### src/inc/msdr_pkg.sv
package msdr_pkg;

	localparam int CLK_MHZ = 50;
	localparam int STRETCH_LIMIT_US = 1000;
	localparam int STRETCH_MAX_CYC = STRETCH_LIMIT_US * CLK_MHZ;

	localparam logic [3:0] BITS_PER_BYTE = 4'h8;

	localparam logic [7:0] CMD_CLASS = 8'h01;
	localparam logic [7:0] CMD_CHANNELS = 8'h02;
	localparam logic [7:0] CMD_PLUG = 8'h03;
	localparam logic [7:0] CMD_RATE = 8'h04;
	localparam logic [7:0] CMD_REACH = 8'h05;
	localparam logic [7:0] CMD_MAKER = 8'h06;
	localparam logic [7:0] CMD_PART = 8'h07;
	localparam logic [7:0] CMD_RELEASE = 8'h08;
	localparam logic [7:0] CMD_WAVE = 8'h09;
	localparam logic [7:0] CMD_UNIT = 8'h0A;
	localparam logic [7:0] CMD_DAY = 8'h0B;
	localparam logic [7:0] CMD_FEATURE = 8'h0C;

	localparam logic [7:0] STS_OK = 8'h00;
	localparam logic [7:0] STS_UNKNOWN = 8'h01;
	localparam logic [7:0] STS_CHECK_ERR = 8'h05;
	localparam logic [7:0] STS_NOT_EXEC = 8'h09;

	localparam int STATIC_BYTES = 49;
	localparam logic [5:0] OFS_CLASS = 6'h00;
	localparam logic [5:0] OFS_CHANNELS = 6'h01;
	localparam logic [5:0] OFS_PLUG = 6'h02;
	localparam logic [5:0] OFS_RATE = 6'h03;
	localparam logic [5:0] OFS_REACH = 6'h04;
	localparam logic [5:0] OFS_MAKER = 6'h05;
	localparam logic [5:0] OFS_PART = 6'h06;
	localparam logic [5:0] OFS_RELEASE = 6'h16;
	localparam logic [5:0] OFS_WAVE = 6'h18;
	localparam logic [5:0] OFS_UNIT = 6'h1C;
	localparam logic [5:0] OFS_DAY = 6'h2C;
	localparam logic [5:0] OFS_FEATURE = 6'h30;
	localparam logic [4:0] LEN_ONE = 5'h01;
	localparam logic [4:0] LEN_TWO = 5'h02;
	localparam logic [4:0] LEN_FOUR = 5'h04;
	localparam logic [4:0] LEN_STRING = 5'h10;
	localparam logic [7:0] FEATURE_MASK = 8'h1F;

	localparam logic [11:0] A_CTRL = 12'h000;
	localparam logic [11:0] A_STRETCH = 12'h004;
	localparam logic [11:0] A_PREP = 12'h008;
	localparam logic [11:0] A_STATUS = 12'h00C;
	localparam logic [11:0] A_STATIC = 12'h100;
	localparam logic [11:0] A_STATIC_END = 12'h1C4;
	localparam logic [1:0] RESP_OKAY = 2'h0;
	localparam logic [1:0] RESP_SLVERR = 2'h2;

	typedef enum logic [2:0] {
		B_IDLE = 3'b000,
		B_RX = 3'b001,
		B_ACK = 3'b010,
		B_TX = 3'b011,
		B_TXACK = 3'b100
	} link_state_t;

	typedef struct packed {
		logic valid;
		logic [5:0] ofs;
		logic [4:0] len;
	} query_t;

	typedef struct packed {
		logic [7:0] unused;
		logic [7:0] last_status;
		logic [7:0] last_cmd;
		logic [5:0] zero;
		logic link_busy;
		logic pending;
	} status_word_t;

	typedef struct packed {
		logic scl_s1, scl_s2, scl_d, sda_s1, sda_s2, sda_d;
		link_state_t link;
		logic [3:0] bitcnt;
		logic [7:0] shreg;
		logic is_addr, rw, mack;
		logic [1:0] rx_idx;
		logic [4:0] tx_idx;
		logic [7:0] cmd_rx, check_rx, xor_acc, reply_cmd, reply_status;
		logic pending;
		logic [15:0] prep_cnt, stretch_cnt;
		logic scl_oe_n, sda_oe_n, line_low;
		logic rt_busy;
		logic [15:0] stretch_len, prep_len;
		logic [STATIC_BYTES-1:0][7:0] store;
		logic awready, wready, bvalid, arready, rvalid;
		logic [1:0] bresp, rresp;
		logic [11:0] aw_addr;
		logic [31:0] wdata, rdata;
		logic [3:0] wstrb;
	} state_t;

	function automatic state_t reset_state();
		state_t s;
		s = '0;
		s.scl_s1 = 1'b1;
		s.scl_s2 = 1'b1;
		s.scl_d = 1'b1;
		s.sda_s1 = 1'b1;
		s.sda_s2 = 1'b1;
		s.sda_d = 1'b1;
		s.scl_oe_n = 1'b1;
		s.sda_oe_n = 1'b1;
		s.reply_status = STS_NOT_EXEC;
		s.awready = 1'b1;
		s.wready = 1'b1;
		s.arready = 1'b1;
		return s;
	endfunction

endpackage

### src/rtl/module_static_data_responder.sv
// Local design decisions: the AXI4-Lite interface to the registers and the placing of the registers.
`timescale 1ns/1ps
// Operation
// (RQ1) module may hold serial clock low after address, received bytes, before sent bytes
// (RQ2) any single clock stretch lasts at most 1ms
// (RQ3) write address refused while a real-time task runs
// (RQ4) read address refused while a real-time task runs
// (RQ5) read address refused while the previous reply is still being prepared
// (RQ6) after a refusal the master stops and waits 10ms before retrying
// (RQ7) command byte equals listed query code; static queries use read-back frames
// (RQ8) code 01h returns one transceiver category byte
// (RQ9) code 02h returns one byte counting wavelength channels, 1 means fixed
// (RQ10) code 03h returns one connector code byte
// (RQ11) code 04h returns one byte of nominal rate in 100Mbps units
// (RQ12) code 05h returns one binary byte of reach in 10km units
// (RQ13) code 06h returns one maker code byte
// (RQ14) code 07h returns 16 ASCII part bytes, leading character first
// (RQ15) code 08h returns two BCD revision bytes, minor byte first
// (RQ16) code 09h returns four BCD wavelength bytes, least significant first
// (RQ17) code 0Ah returns 16 ASCII serial bytes, leading character first
// (RQ18) code 0Bh returns four BCD date bytes: day, month, year, century
// (RQ19) code 0Ch returns feature bits 4..0, bits 7..5 reserved zero
// (RQ20) reply byte counts exclude status and check byte
// (RQ21) codes 0Dh to 10h are not defined queries
// (RQ22) unsupported code reports status 01h and skips checksum verification
// (RQ23) reply check byte is XOR of read address, status and data bytes
// (RQ24) reserved codes answer like unsupported: status and check byte only
module module_static_data_responder
	import msdr_pkg::*;
#(
	parameter logic [6:0] DEV_ADDR = 7'h50,
	parameter int STRETCH_MAX = STRETCH_MAX_CYC
)(
	input wire logic aclk,
	input wire logic aresetn,
	input wire logic [11:0] awaddr,
	input wire logic [2:0] awprot,
	input wire logic awvalid,
	output logic awready,
	input wire logic [31:0] wdata,
	input wire logic [3:0] wstrb,
	input wire logic wvalid,
	output logic wready,
	output logic [1:0] bresp,
	output logic bvalid,
	input wire logic bready,
	input wire logic [11:0] araddr,
	input wire logic [2:0] arprot,
	input wire logic arvalid,
	output logic arready,
	output logic [31:0] rdata,
	output logic [1:0] rresp,
	output logic rvalid,
	input wire logic rready,
	input wire logic scl_i,
	output logic scl_o,
	output logic scl_oe_n,
	input wire logic sda_i,
	output logic sda_o,
	output logic sda_oe_n
);

	localparam logic [15:0] STRETCH_CAP = 16'(STRETCH_MAX);

	state_t st_r;
	state_t st_nxt;

	logic scl_rise, scl_fall, start_cond, stop_cond;
	query_t rq, wq;
	logic [4:0] reply_len;
	logic [7:0] tx_byte;
	logic tx_more;
	logic [15:0] stretch_eff;

	// every query code maps to its place in the static store
	function automatic query_t query_info(input logic [7:0] code);
		query_t q;
		q = '0;
		q.valid = 1'b1;
		unique case (code) // RQ7
			CMD_CLASS: begin // RQ8
				q.ofs = OFS_CLASS;
				q.len = LEN_ONE;
			end
			CMD_CHANNELS: begin // RQ9
				q.ofs = OFS_CHANNELS;
				q.len = LEN_ONE;
			end
			CMD_PLUG: begin // RQ10
				q.ofs = OFS_PLUG;
				q.len = LEN_ONE;
			end
			CMD_RATE: begin // RQ11
				q.ofs = OFS_RATE;
				q.len = LEN_ONE;
			end
			CMD_REACH: begin // RQ12
				q.ofs = OFS_REACH;
				q.len = LEN_ONE;
			end
			CMD_MAKER: begin // RQ13
				q.ofs = OFS_MAKER;
				q.len = LEN_ONE;
			end
			CMD_PART: begin // RQ14
				q.ofs = OFS_PART;
				q.len = LEN_STRING;
			end
			CMD_RELEASE: begin // RQ15
				q.ofs = OFS_RELEASE;
				q.len = LEN_TWO;
			end
			CMD_WAVE: begin // RQ16
				q.ofs = OFS_WAVE;
				q.len = LEN_FOUR;
			end
			CMD_UNIT: begin // RQ17
				q.ofs = OFS_UNIT;
				q.len = LEN_STRING;
			end
			CMD_DAY: begin // RQ18
				q.ofs = OFS_DAY;
				q.len = LEN_FOUR;
			end
			CMD_FEATURE: begin // RQ19
				q.ofs = OFS_FEATURE;
				q.len = LEN_ONE;
			end
			default: q.valid = 1'b0; // RQ21
		endcase
		return q;
	endfunction

	function automatic logic [15:0] merge16(input logic [15:0] old, input logic [31:0] d,
		input logic [3:0] be);
		logic [15:0] m;
		m = old;
		if (be[0]) m[7:0] = d[7:0];
		if (be[1]) m[15:8] = d[15:8];
		return m;
	endfunction

	function automatic logic in_store(input logic [11:0] a);
		return (a >= A_STATIC) && (a < A_STATIC_END) && (a[1:0] == 2'b00);
	endfunction

	function automatic logic [5:0] store_idx(input logic [11:0] a);
		return 6'((a - A_STATIC) >> 2);
	endfunction

	// the first flops feed only the second ones; edges use the settled copies
	assign scl_rise = st_r.scl_s2 & ~st_r.scl_d;
	assign scl_fall = ~st_r.scl_s2 & st_r.scl_d;
	assign start_cond = st_r.scl_s2 & st_r.scl_d & ~st_r.sda_s2 & st_r.sda_d;
	assign stop_cond = st_r.scl_s2 & st_r.scl_d & st_r.sda_s2 & ~st_r.sda_d;

	assign rq = query_info(st_r.reply_cmd);
	assign wq = query_info(st_r.cmd_rx);
	// data follows the status only when the command ran
	assign reply_len = (st_r.reply_status == STS_OK) ? rq.len : 5'h00; // RQ20 RQ24
	assign tx_byte = (st_r.tx_idx == 5'h00) ? st_r.reply_status :
		(st_r.tx_idx <= reply_len) ? st_r.store[rq.ofs + 6'(st_r.tx_idx) - 6'h01] :
		st_r.xor_acc; // RQ23
	assign tx_more = st_r.tx_idx <= reply_len + 5'h01;
	assign stretch_eff = (st_r.stretch_len > STRETCH_CAP) ? STRETCH_CAP : st_r.stretch_len; // RQ2

	always_comb begin
		logic load;
		logic strt;
		load = 1'b0;
		strt = 1'b0;
		st_nxt = st_r;
		st_nxt.scl_s1 = scl_i;
		st_nxt.scl_s2 = st_r.scl_s1;
		st_nxt.scl_d = st_r.scl_s2;
		st_nxt.sda_s1 = sda_i;
		st_nxt.sda_s2 = st_r.sda_s1;
		st_nxt.sda_d = st_r.sda_s2;

		if (st_r.pending) begin
			if (st_r.prep_cnt == 16'h0000) st_nxt.pending = 1'b0;
			else st_nxt.prep_cnt = st_r.prep_cnt - 16'h0001;
		end
		if (st_r.stretch_cnt != 16'h0000) st_nxt.stretch_cnt = st_r.stretch_cnt - 16'h0001;
		else st_nxt.scl_oe_n = 1'b1;

		unique case (st_r.link)
			B_IDLE: begin
			end
			B_RX: begin
				if (scl_rise) begin
					st_nxt.shreg = {st_r.shreg[6:0], st_r.sda_s2};
					st_nxt.bitcnt = st_r.bitcnt + 4'h1;
				end
				if (scl_fall && st_r.bitcnt == BITS_PER_BYTE) begin
					st_nxt.bitcnt = 4'h0;
					st_nxt.link = B_ACK;
					st_nxt.sda_oe_n = 1'b0;
					if (st_r.is_addr) begin
						st_nxt.is_addr = 1'b0;
						st_nxt.rw = st_r.shreg[0];
						st_nxt.xor_acc = st_r.shreg;
						st_nxt.tx_idx = 5'h00;
						// a refusal is just a released line on the ninth clock
						if (st_r.shreg[7:1] != DEV_ADDR) begin
							st_nxt.link = B_IDLE;
							st_nxt.sda_oe_n = 1'b1;
						end else if (!st_r.shreg[0] && st_r.rt_busy) begin // RQ3
							st_nxt.link = B_IDLE;
							st_nxt.sda_oe_n = 1'b1;
						end else if (st_r.shreg[0] && (st_r.rt_busy || st_r.pending)) begin // RQ4 RQ5
							st_nxt.link = B_IDLE;
							st_nxt.sda_oe_n = 1'b1;
						end
					end else begin
						if (st_r.rx_idx == 2'h0) begin
							st_nxt.cmd_rx = st_r.shreg;
							st_nxt.xor_acc = st_r.xor_acc ^ st_r.shreg;
						end
						if (st_r.rx_idx == 2'h1) st_nxt.check_rx = st_r.shreg;
						if (st_r.rx_idx != 2'h2) st_nxt.rx_idx = st_r.rx_idx + 2'h1;
					end
				end
			end
			B_ACK: begin
				if (scl_fall) begin
					strt = 1'b1;
					st_nxt.sda_oe_n = 1'b1;
					st_nxt.link = B_RX;
					if (st_r.rw) load = 1'b1;
				end
			end
			B_TX: begin
				if (scl_fall) begin
					if (st_r.bitcnt == BITS_PER_BYTE) begin
						st_nxt.link = B_TXACK;
						st_nxt.sda_oe_n = 1'b1;
					end else begin
						st_nxt.shreg = {st_r.shreg[6:0], 1'b0};
						st_nxt.sda_oe_n = st_r.shreg[6];
						st_nxt.bitcnt = st_r.bitcnt + 4'h1;
					end
				end
			end
			B_TXACK: begin
				if (scl_rise) st_nxt.mack = st_r.sda_s2;
				if (scl_fall) begin
					if (!st_r.mack && tx_more) begin
						load = 1'b1;
						strt = 1'b1;
					end else begin
						st_nxt.link = B_IDLE;
					end
				end
			end
			default: st_nxt.link = B_IDLE;
		endcase

		if (load) begin
			st_nxt.link = B_TX;
			st_nxt.shreg = tx_byte;
			st_nxt.sda_oe_n = tx_byte[7];
			st_nxt.bitcnt = 4'h1;
			st_nxt.tx_idx = st_r.tx_idx + 5'h01;
			st_nxt.xor_acc = st_r.xor_acc ^ tx_byte; // RQ23
		end
		// hold the clock low right after the acknowledge bit while data gets ready
		if (strt && stretch_eff != 16'h0000) begin // RQ1
			st_nxt.scl_oe_n = 1'b0;
			st_nxt.stretch_cnt = stretch_eff - 16'h0001; // RQ2
		end

		if (start_cond) begin
			st_nxt.link = B_RX;
			st_nxt.is_addr = 1'b1;
			st_nxt.bitcnt = 4'h0;
			st_nxt.rx_idx = 2'h0;
			st_nxt.sda_oe_n = 1'b1;
		end
		if (stop_cond) begin
			st_nxt.link = B_IDLE;
			st_nxt.sda_oe_n = 1'b1;
			st_nxt.rx_idx = 2'h0;
			// only a write frame with command and check byte makes a new reply
			if (st_r.rx_idx == 2'h2) begin
				st_nxt.reply_cmd = st_r.cmd_rx;
				st_nxt.pending = 1'b1;
				st_nxt.prep_cnt = st_r.prep_len;
				if (!wq.valid) st_nxt.reply_status = STS_UNKNOWN; // RQ22 RQ24
				else if (st_r.xor_acc != st_r.check_rx) st_nxt.reply_status = STS_CHECK_ERR;
				else st_nxt.reply_status = STS_OK;
			end
		end

		if (awvalid && st_r.awready) begin
			st_nxt.awready = 1'b0;
			st_nxt.aw_addr = awaddr;
		end
		if (wvalid && st_r.wready) begin
			st_nxt.wready = 1'b0;
			st_nxt.wdata = wdata;
			st_nxt.wstrb = wstrb;
		end
		if (!st_r.awready && !st_r.wready && !st_r.bvalid) begin
			st_nxt.bvalid = 1'b1;
			st_nxt.bresp = RESP_OKAY;
			case (st_r.aw_addr)
				A_CTRL: if (st_r.wstrb[0]) st_nxt.rt_busy = st_r.wdata[0];
				A_STRETCH: st_nxt.stretch_len = merge16(st_r.stretch_len, st_r.wdata, st_r.wstrb);
				A_PREP: st_nxt.prep_len = merge16(st_r.prep_len, st_r.wdata, st_r.wstrb);
				A_STATUS: begin
				end
				default: begin
					if (!in_store(st_r.aw_addr)) st_nxt.bresp = RESP_SLVERR;
					else if (st_r.wstrb[0]) begin
						if (store_idx(st_r.aw_addr) == OFS_FEATURE)
							st_nxt.store[OFS_FEATURE] = st_r.wdata[7:0] & FEATURE_MASK; // RQ19
						else
							st_nxt.store[store_idx(st_r.aw_addr)] = st_r.wdata[7:0];
					end
				end
			endcase
		end
		if (st_r.bvalid && bready) begin
			st_nxt.bvalid = 1'b0;
			st_nxt.awready = 1'b1;
			st_nxt.wready = 1'b1;
		end

		if (arvalid && st_r.arready) begin
			st_nxt.arready = 1'b0;
			st_nxt.rvalid = 1'b1;
			st_nxt.rresp = RESP_OKAY;
			st_nxt.rdata = 32'h0000_0000;
			case (araddr)
				A_CTRL: st_nxt.rdata[0] = st_r.rt_busy;
				A_STRETCH: st_nxt.rdata[15:0] = st_r.stretch_len;
				A_PREP: st_nxt.rdata[15:0] = st_r.prep_len;
				A_STATUS: st_nxt.rdata = status_word_t'{
					unused: 8'h00,
					last_status: st_r.reply_status,
					last_cmd: st_r.reply_cmd,
					zero: 6'h00,
					link_busy: st_r.link != B_IDLE,
					pending: st_r.pending};
				default: begin
					if (in_store(araddr)) st_nxt.rdata[7:0] = st_r.store[store_idx(araddr)];
					else st_nxt.rresp = RESP_SLVERR;
				end
			endcase
		end
		if (st_r.rvalid && rready) begin
			st_nxt.rvalid = 1'b0;
			st_nxt.arready = 1'b1;
		end
	end

	always_ff @(posedge aclk) begin
		if (!aresetn) st_r <= reset_state();
		else st_r <= st_nxt;
	end

	assign awready = st_r.awready;
	assign wready = st_r.wready;
	assign bvalid = st_r.bvalid;
	assign bresp = st_r.bresp;
	assign arready = st_r.arready;
	assign rvalid = st_r.rvalid;
	assign rdata = st_r.rdata;
	assign rresp = st_r.rresp;
	// both lines are open drain: only ever pulled low
	assign scl_o = st_r.line_low;
	assign sda_o = st_r.line_low;
	assign scl_oe_n = st_r.scl_oe_n;
	assign sda_oe_n = st_r.sda_oe_n;

endmodule

### config.mk
export PLATFORM = sky130hd
export DESIGN_NAME = module_static_data_responder
export DESIGN_NICKNAME = d
export VERILOG_FILES = /design/src/inc/msdr_pkg.sv /design/src/rtl/module_static_data_responder.sv
export SDC_FILE = /design/constraint.sdc
export NUM_CORES = 2
export LEC_CHECK = 0
export BUFFER_PORTS_ARGS = -buffer_cell sky130_fd_sc_hd__buf_2
export CAP_MARGIN = 10
export CORE_MARGIN = 2
export CORE_UTILIZATION = 40
export DETAILED_ROUTE_END_ITERATION = 16
export GPL_TIMING_DRIVEN = 0
export PLACE_DENSITY = 0.58
export REMOVE_ABC_BUFFERS = 1
export SYNTH_ARGS = -nofsm -noshare
export SYNTH_HDL_FRONTEND = slang
export SYNTH_SLANG_ARGS = --single-unit
### constraint.sdc
create_clock -name aclk -period 10.15 [get_ports aclk]
set_input_delay 0.5075 -clock aclk [delete_from_list [all_inputs] [get_ports aclk]]
set_output_delay 0.5075 -clock aclk [all_outputs]
set_load 0.03 [all_outputs]
---- Word level (Yosys, flattened, before mapping) ----
Index checks and enable logic that the tools add are counted.
storage, ports and cells
  bits in registers ....................... 598
  input port bits ......................... 75
  output and inout port bits .............. 45
operators by class
  add/sub/neg operators ................... 11
  order comparisons ....................... 11
  eq/ne operators ......................... 67
  muxes and demuxes ....................... 80
  bitwise gates (word level) .............. 18
  reduce and logical (&&, ||, !) cells .... 78
operators by type and width
  kind                   number
  $bwmux 392             1
  $pmux 11 s12           1
  $bmux 8 s6             2
  $mux 8                 12
  $eq 8x4->1 const B     10
  $mux 17                4
  $eq 8x3->1 const B     8
  $mux 16                4
  $mux 29                2
  $demux 8 s6            1
  $eq 12x4->1 const B    4
  $sub 16x1->16 const B  3
  $eq 8x2->1 const B     4
  $reduce_and 4->1       8
  $reduce_bool 16->1     2
  $ne 3x3->1 const B     10
  $ne 4x4->1 const B     7
  $pmux 7 s4             1
  $eq 12x3->1 const B    2
  $ge 12x9->1 const B    2
  $logic_not 12->1       2
  $lt 12x9->1 const B    2
  $mux 12                2
  $pmux 12 s2            1
  other kinds (57)       170

---- Depth between registers and ports, before layout ----
  depth after elaboration ................. 11
  depth in mapped cells ................... 24

---- Least setup slack after synthesis ----
OpenSTA, ideal clock, no wires.
  kind .................................... register -> register
  from .................................... register st_r[565] (netlist name)
  to ...................................... register st_r[525] (netlist name)
  arrival ................................. 4.840 ns
  data required time ...................... 10.080 ns
  setup slack ............................. 5.240 ns
  cell stages (with the launch flop) ...... 23
  period minus slack after synthesis ...... 4.910 ns
  cell sequence ........................... dfxtp_1 > or4_1 > or4_1 > a211o_1 > inv_1 > ha_1 > inv_1 > ha_1 > and3_1 > nand3_1 > o221ai_1 > a21oi_1 > nor3_4 > buf_4 > buf_2 > and3_1 > a21oi_1 > ha_1 > nand4_1 > nor4_1 > nor2_1 > or3_1 > a21oi_1
on the way
  cells in the longest elaborated chain, start to end .. 11
  elaborated cells on any way between the ends .. 23
  classes of those cells .................. 1 x add/sub; 1 x order compare; 12 x eq/ne; 6 x mux; 3 x reduce/logical
RTL lines
  item                                                 RTL line                             text
  from (decl)                                          module_static_data_responder.sv:65   state_t st_r;
  from (signal assigned)                               module_static_data_responder.sv:359  if (!aresetn) st_r <= reset_state();
  from (signal assigned)                               module_static_data_responder.sv:360  else st_r <= st_nxt;
  $eq 8x4->1 (tied with other cells)                   module_static_data_responder.sv:80   unique case (code)
  $pmux 11 s12 *                                       module_static_data_responder.sv:80
  $mux 5 *                                             module_static_data_responder.sv:160  assign reply_len = (st_r.reply_status == STS_OK) ? rq.len : 5'h00;
  $add 5x1->5 *                                        module_static_data_responder.sv:164  assign tx_more = st_r.tx_idx <= reply_len + 5'h01;
  $le 5x5->1 *                                         module_static_data_responder.sv:164
  $logic_and 1x1->1 *                                  module_static_data_responder.sv:248  if (!st_r.mack && tx_more) begin
  $mux 1 *                                             module_static_data_responder.sv:248
  $mux 1 *                                             module_static_data_responder.sv:247  if (scl_fall) begin
  $pmux 1 s2 *                                         module_static_data_responder.sv:187  unique case (st_r.link)
  $logic_and 1x1->1 *                                  module_static_data_responder.sv:268  if (strt && stretch_eff != 16'h0000) begin
  $mux 17 / $reduce_bool 2->1 (equally long branches)  --
Mark *: on every way between the ends. The rest lies on a longest branch, timed or not.
A chain may end at the register's enable or synchronous reset.

---- Worst setup path in the final report ----
Same ends and word-level chain as after synthesis.

==> key figures <==
Setup path
  • Critical path class: reg -> reg
  • Critical path depth: 20
  • Critical path capture point: st_r[525]
  • CP startpoint kind: flop
  • Top Family by Delay on Critical Path: simple AND/OR/NAND/NOR gates
  • Worst path cell trace: or4_1 -> or4_1 -> a211o_1 -> inv_1 -> ha_1 -> inv_1 -> ha_1 -> and3_1 -> nand3_1 -> o221ai_1 -> a21oi_1 -> nor3_4 -> and3_1 -> a21oi_1 -> ha_1 -> nand4_1 -> nor4_1 -> nor2_1 -> or3_1 -> a21oi_1
  • RR Endpoint: st_r[525]
  • Crit-path slowest cell: or4_1
  • Critical path buffers and inverters: 2
  • Critical path origin: st_r[565]
  • Critical path capture point type: flop
  • Crit-path max FO: 26
  • Reg2Reg Setup Slack: 4400 ps
  • FF-to-FF path depth: 20
  • CP peak stage delay: 650 ps
  • FF-to-FF Start: st_r[565]
  • Arrival time at the worst endpoint: 6290 ps
  • CP required: 10,690 ps

Clock tree
  • CTS hold repair buffers: 0
  • TritonCTS clock tree: done
  • Num CTS Buffers: 69
  • Clk slew on worst S/H paths: around 60 ps
  • H-tree Lvls: 3
  • Max Buffers Root-to-Sink: 3
  • CTS sink count: 582
  • Post-CTS Resized: 0
  • Worst skew pair latency: 620 ps
  • Post-CTS Setup Bufs: 0
  • CTS Root Cell: clkbuf_16

Logic synthesis
  • Asr flop ratio synth: 0%
  • Number of distinct library cells after synthesis: 90
  • Register area share after synthesis: between 30 and 40%
  • Yosys reg bits: between 500 and 600
  • Mapped Area: 0.0310 mm2
  • Syn Inst Count: roughly 3,600
  • Synth warnings: 0
  • Prevailing post-synth register cell: dfxtp_1
  • Mean Syn Cell Area: 8.72 um2
  • Number of synthesized flops with an enable pin: 0

Floorplanning
  • Rows: approximately 100
  • Initial Util: 40.2%
  • Core outline area: ~0.077 mm2
  • Die Area: 0.0797 mm2
  • # IOs: 120
  • Die Span X: 282 um
  • Die Y: 282 um

GRT
  • Maximum number of pins on one net before global-route repair: 141
  • Initial antenna violation count: 2
  • Wire length of the first global-routing pass: 158 mm
  • Gr usage total: approximately 26%
  • Grt ovf: 0
  • Vias in the first global route: 25,500

Pwr
  • Leak Pwr: 11.3 nW
  • Final Power: 5.31 mW
  • Peak VDD IR: 104 uV
  • Pwr/cell area: between 150 and 200 mW/mm2

Route
  • Number of vias per cell: just over 6
  • DRT antenna net count: 0
  • DRC Markers: 0
  • Pre-antenna DRT Iters: 5
  • 1st-iter DRT viols: just under 3,000
  • Post-DR wirelength/cell: roughly 23 um
  • Post-Route WL: 104 mm
  • Via Count: roughly 27,000

Placement
  • Dpl ws: ~4400 ps
  • Port Buffers: between 70 and 80
  • Detailed placer's ending HPWL: 67.7 mm
  • Routability cong.: 0.876

STA
  • Setup ws final: between 4000 and 5000 ps
  • Crit share post-route: 56.7%
  • Worst-Margin Slew: between 1000 and 1500 ps
  • Max-slew violation count: 0
  • Tmin final: 5750 ps
  • Finish-stage setup viols: 0
  • Unrepaired setup endpoints after global routing: false
  • Setup Skew: about 24 ps
  • Total negative slack: 0 ps
  • Rel. slew slack: 16.5%
  • Max Freq: 174 MHz
  • Number of hold violations in the final report: 0

Cells and area
  • Area growth, synth to finish: 10.9%
  • Antenna Diode Count: 0
  • Final nets: 3,515
  • Layout cells sized above 1: 15.5%
  • Fillers: 7,576
  • Finished Core Util: 44.6%

Outcome
  • Status: complete, no violations

Worst hold path
  • HP Class: in -> reg

Job
  • Max_cap viols: 0
## worst reg2reg max path: cells and delay by family, from the launching register on
family | cells | cell delay [ps]
compound gates | 5 | 1360
fa+ha+maj | 3 | 800
simple gates | 10 | 2990
buf+inv | 2 | 150
flops | 1 | 360
## cells in the final DEF, fill, tap and decap left out, types with 20 or more instances in the layout
master,netlist,layout
o21ai_0,157,157
ha_1,28,26
nand3_1,322,321
dfxtp_1,582,574
a22oi_1,20,20
nor3_1,42,41
xnor2_1,30,29
a21oi_1,521,521
and3_1,23,22
nor2_1,156,153
nor4_1,28,27
a211oi_1,23,23
mux2i_1,47,47
nand2_1,668,668
buf_2,63,76
clkbuf_16,0,71
inv_1,45,44
mux4_2,231,231
## report_power, final
part	switching [mW]	internal, mW	total, mW
combinational	0.277	0.158	0.435
clock	1.02	1.47	2.50
sequential	0.0514	2.32	2.37
## synthesized netlist by cell type, drive strengths merged, types with 13 or more instances
cell type,instances,area (um2)
inv,45,169
nor3,44,236
ha,28,350
mux2i,47,470
o21ai,165,837
nand2,670,2520
a22oi,20,150
nand3,323,1620
mux4,231,5200
nor2b,13,81.3
nand2b,18,113
a21oi,522,2620
buf,141,875
dfxtp,582,11700
xor2,15,139
nor4,29,188
a211oi,23,173
xnor2,30,263
mux2,17,191
a31oi,14,87.6
and3,23,144
and2,13,81.3
or4,15,120
clkbuf,214,805
nor2,159,604
## flip-flops by register name, summed over array words and instances (netlist names)
| signal | count |
|---|---|
| st_r | 550 |
| rdata | 19 |
| st_nxt | 4 |
| arready | 1 |
| awready | 1 |
| bresp | 1 |
| bvalid | 1 |
| rresp | 1 |
| rvalid | 1 |
| scl_oe_n | 1 |
| sda_oe_n | 1 |
| wready | 1 |
## stage by stage
| step | area [um2] | hold slack [ps] | cells |
|---|---|---|---|
| floorplan | 29400 | 386 | 3214 |
| global placement | 31100 | 405 | 4332 |
| detailed placement | 32100 | 401 | 4379 |
| CTS | 34300 | 69.6 | 4498 |
| global route | 34400 | 85.5 | 4499 |
| finish | 34400 | 92.2 | 4499 |
## how the worst min path moves through the flow
stage	to	start	slack, ps	cells past startpoint
after CTS	st_nxt[616]	sda_i	70	2
after global placement	st_nxt[615]	st_nxt[616]	410	1
after global routing	awready	awvalid	90	2
after detailed placement	st_nxt[615]	st_nxt[616]	400	1
final	st_nxt[616]	sda_i	90	2
after floorplan	st_nxt[615]	st_nxt[616]	390	1
## routing by layer
metal	GRT usage, %	vias to the layer above	part of all wire (%)
li1	-	12500	-
met1	34.7	13400	42
met2	40.9	1041	46
met3	5.11	235	7.9
met4	9.42	2	3.7
met5	0	-	0.0087
## logic make-up (layout without fill, tap and decap cells)
kind of cell               Yosys count  count (layout)  share of synthesized area, %
other                                2              18                        0.0242
adders and majority gates           29              29                          1.20
AOI/OAI and AO/OA                  838             838                          15.1
DFF                                582             582                          37.6
xor gates and xnor gates            47              47                          1.45
and+or+nand+nor                   1359            1359                          19.7
muxes                              295             295                          18.9
buffers and inverters              401             291                          5.98
## layout make-up
class                           instances  area, um2  area share, %
Inverter                               46        180          0.524
Sequential cell                       582      11700           33.9
Tap cell                             1040       1300           3.79
Timing Repair Buffer                  126       1320           3.84
Clock inverter                         16        188          0.546
Clock buffer                          103       2050           5.96
Multi-Input combinational cell       2586      17700           51.4
Note: power is estimated with default switching activity, not from simulation.
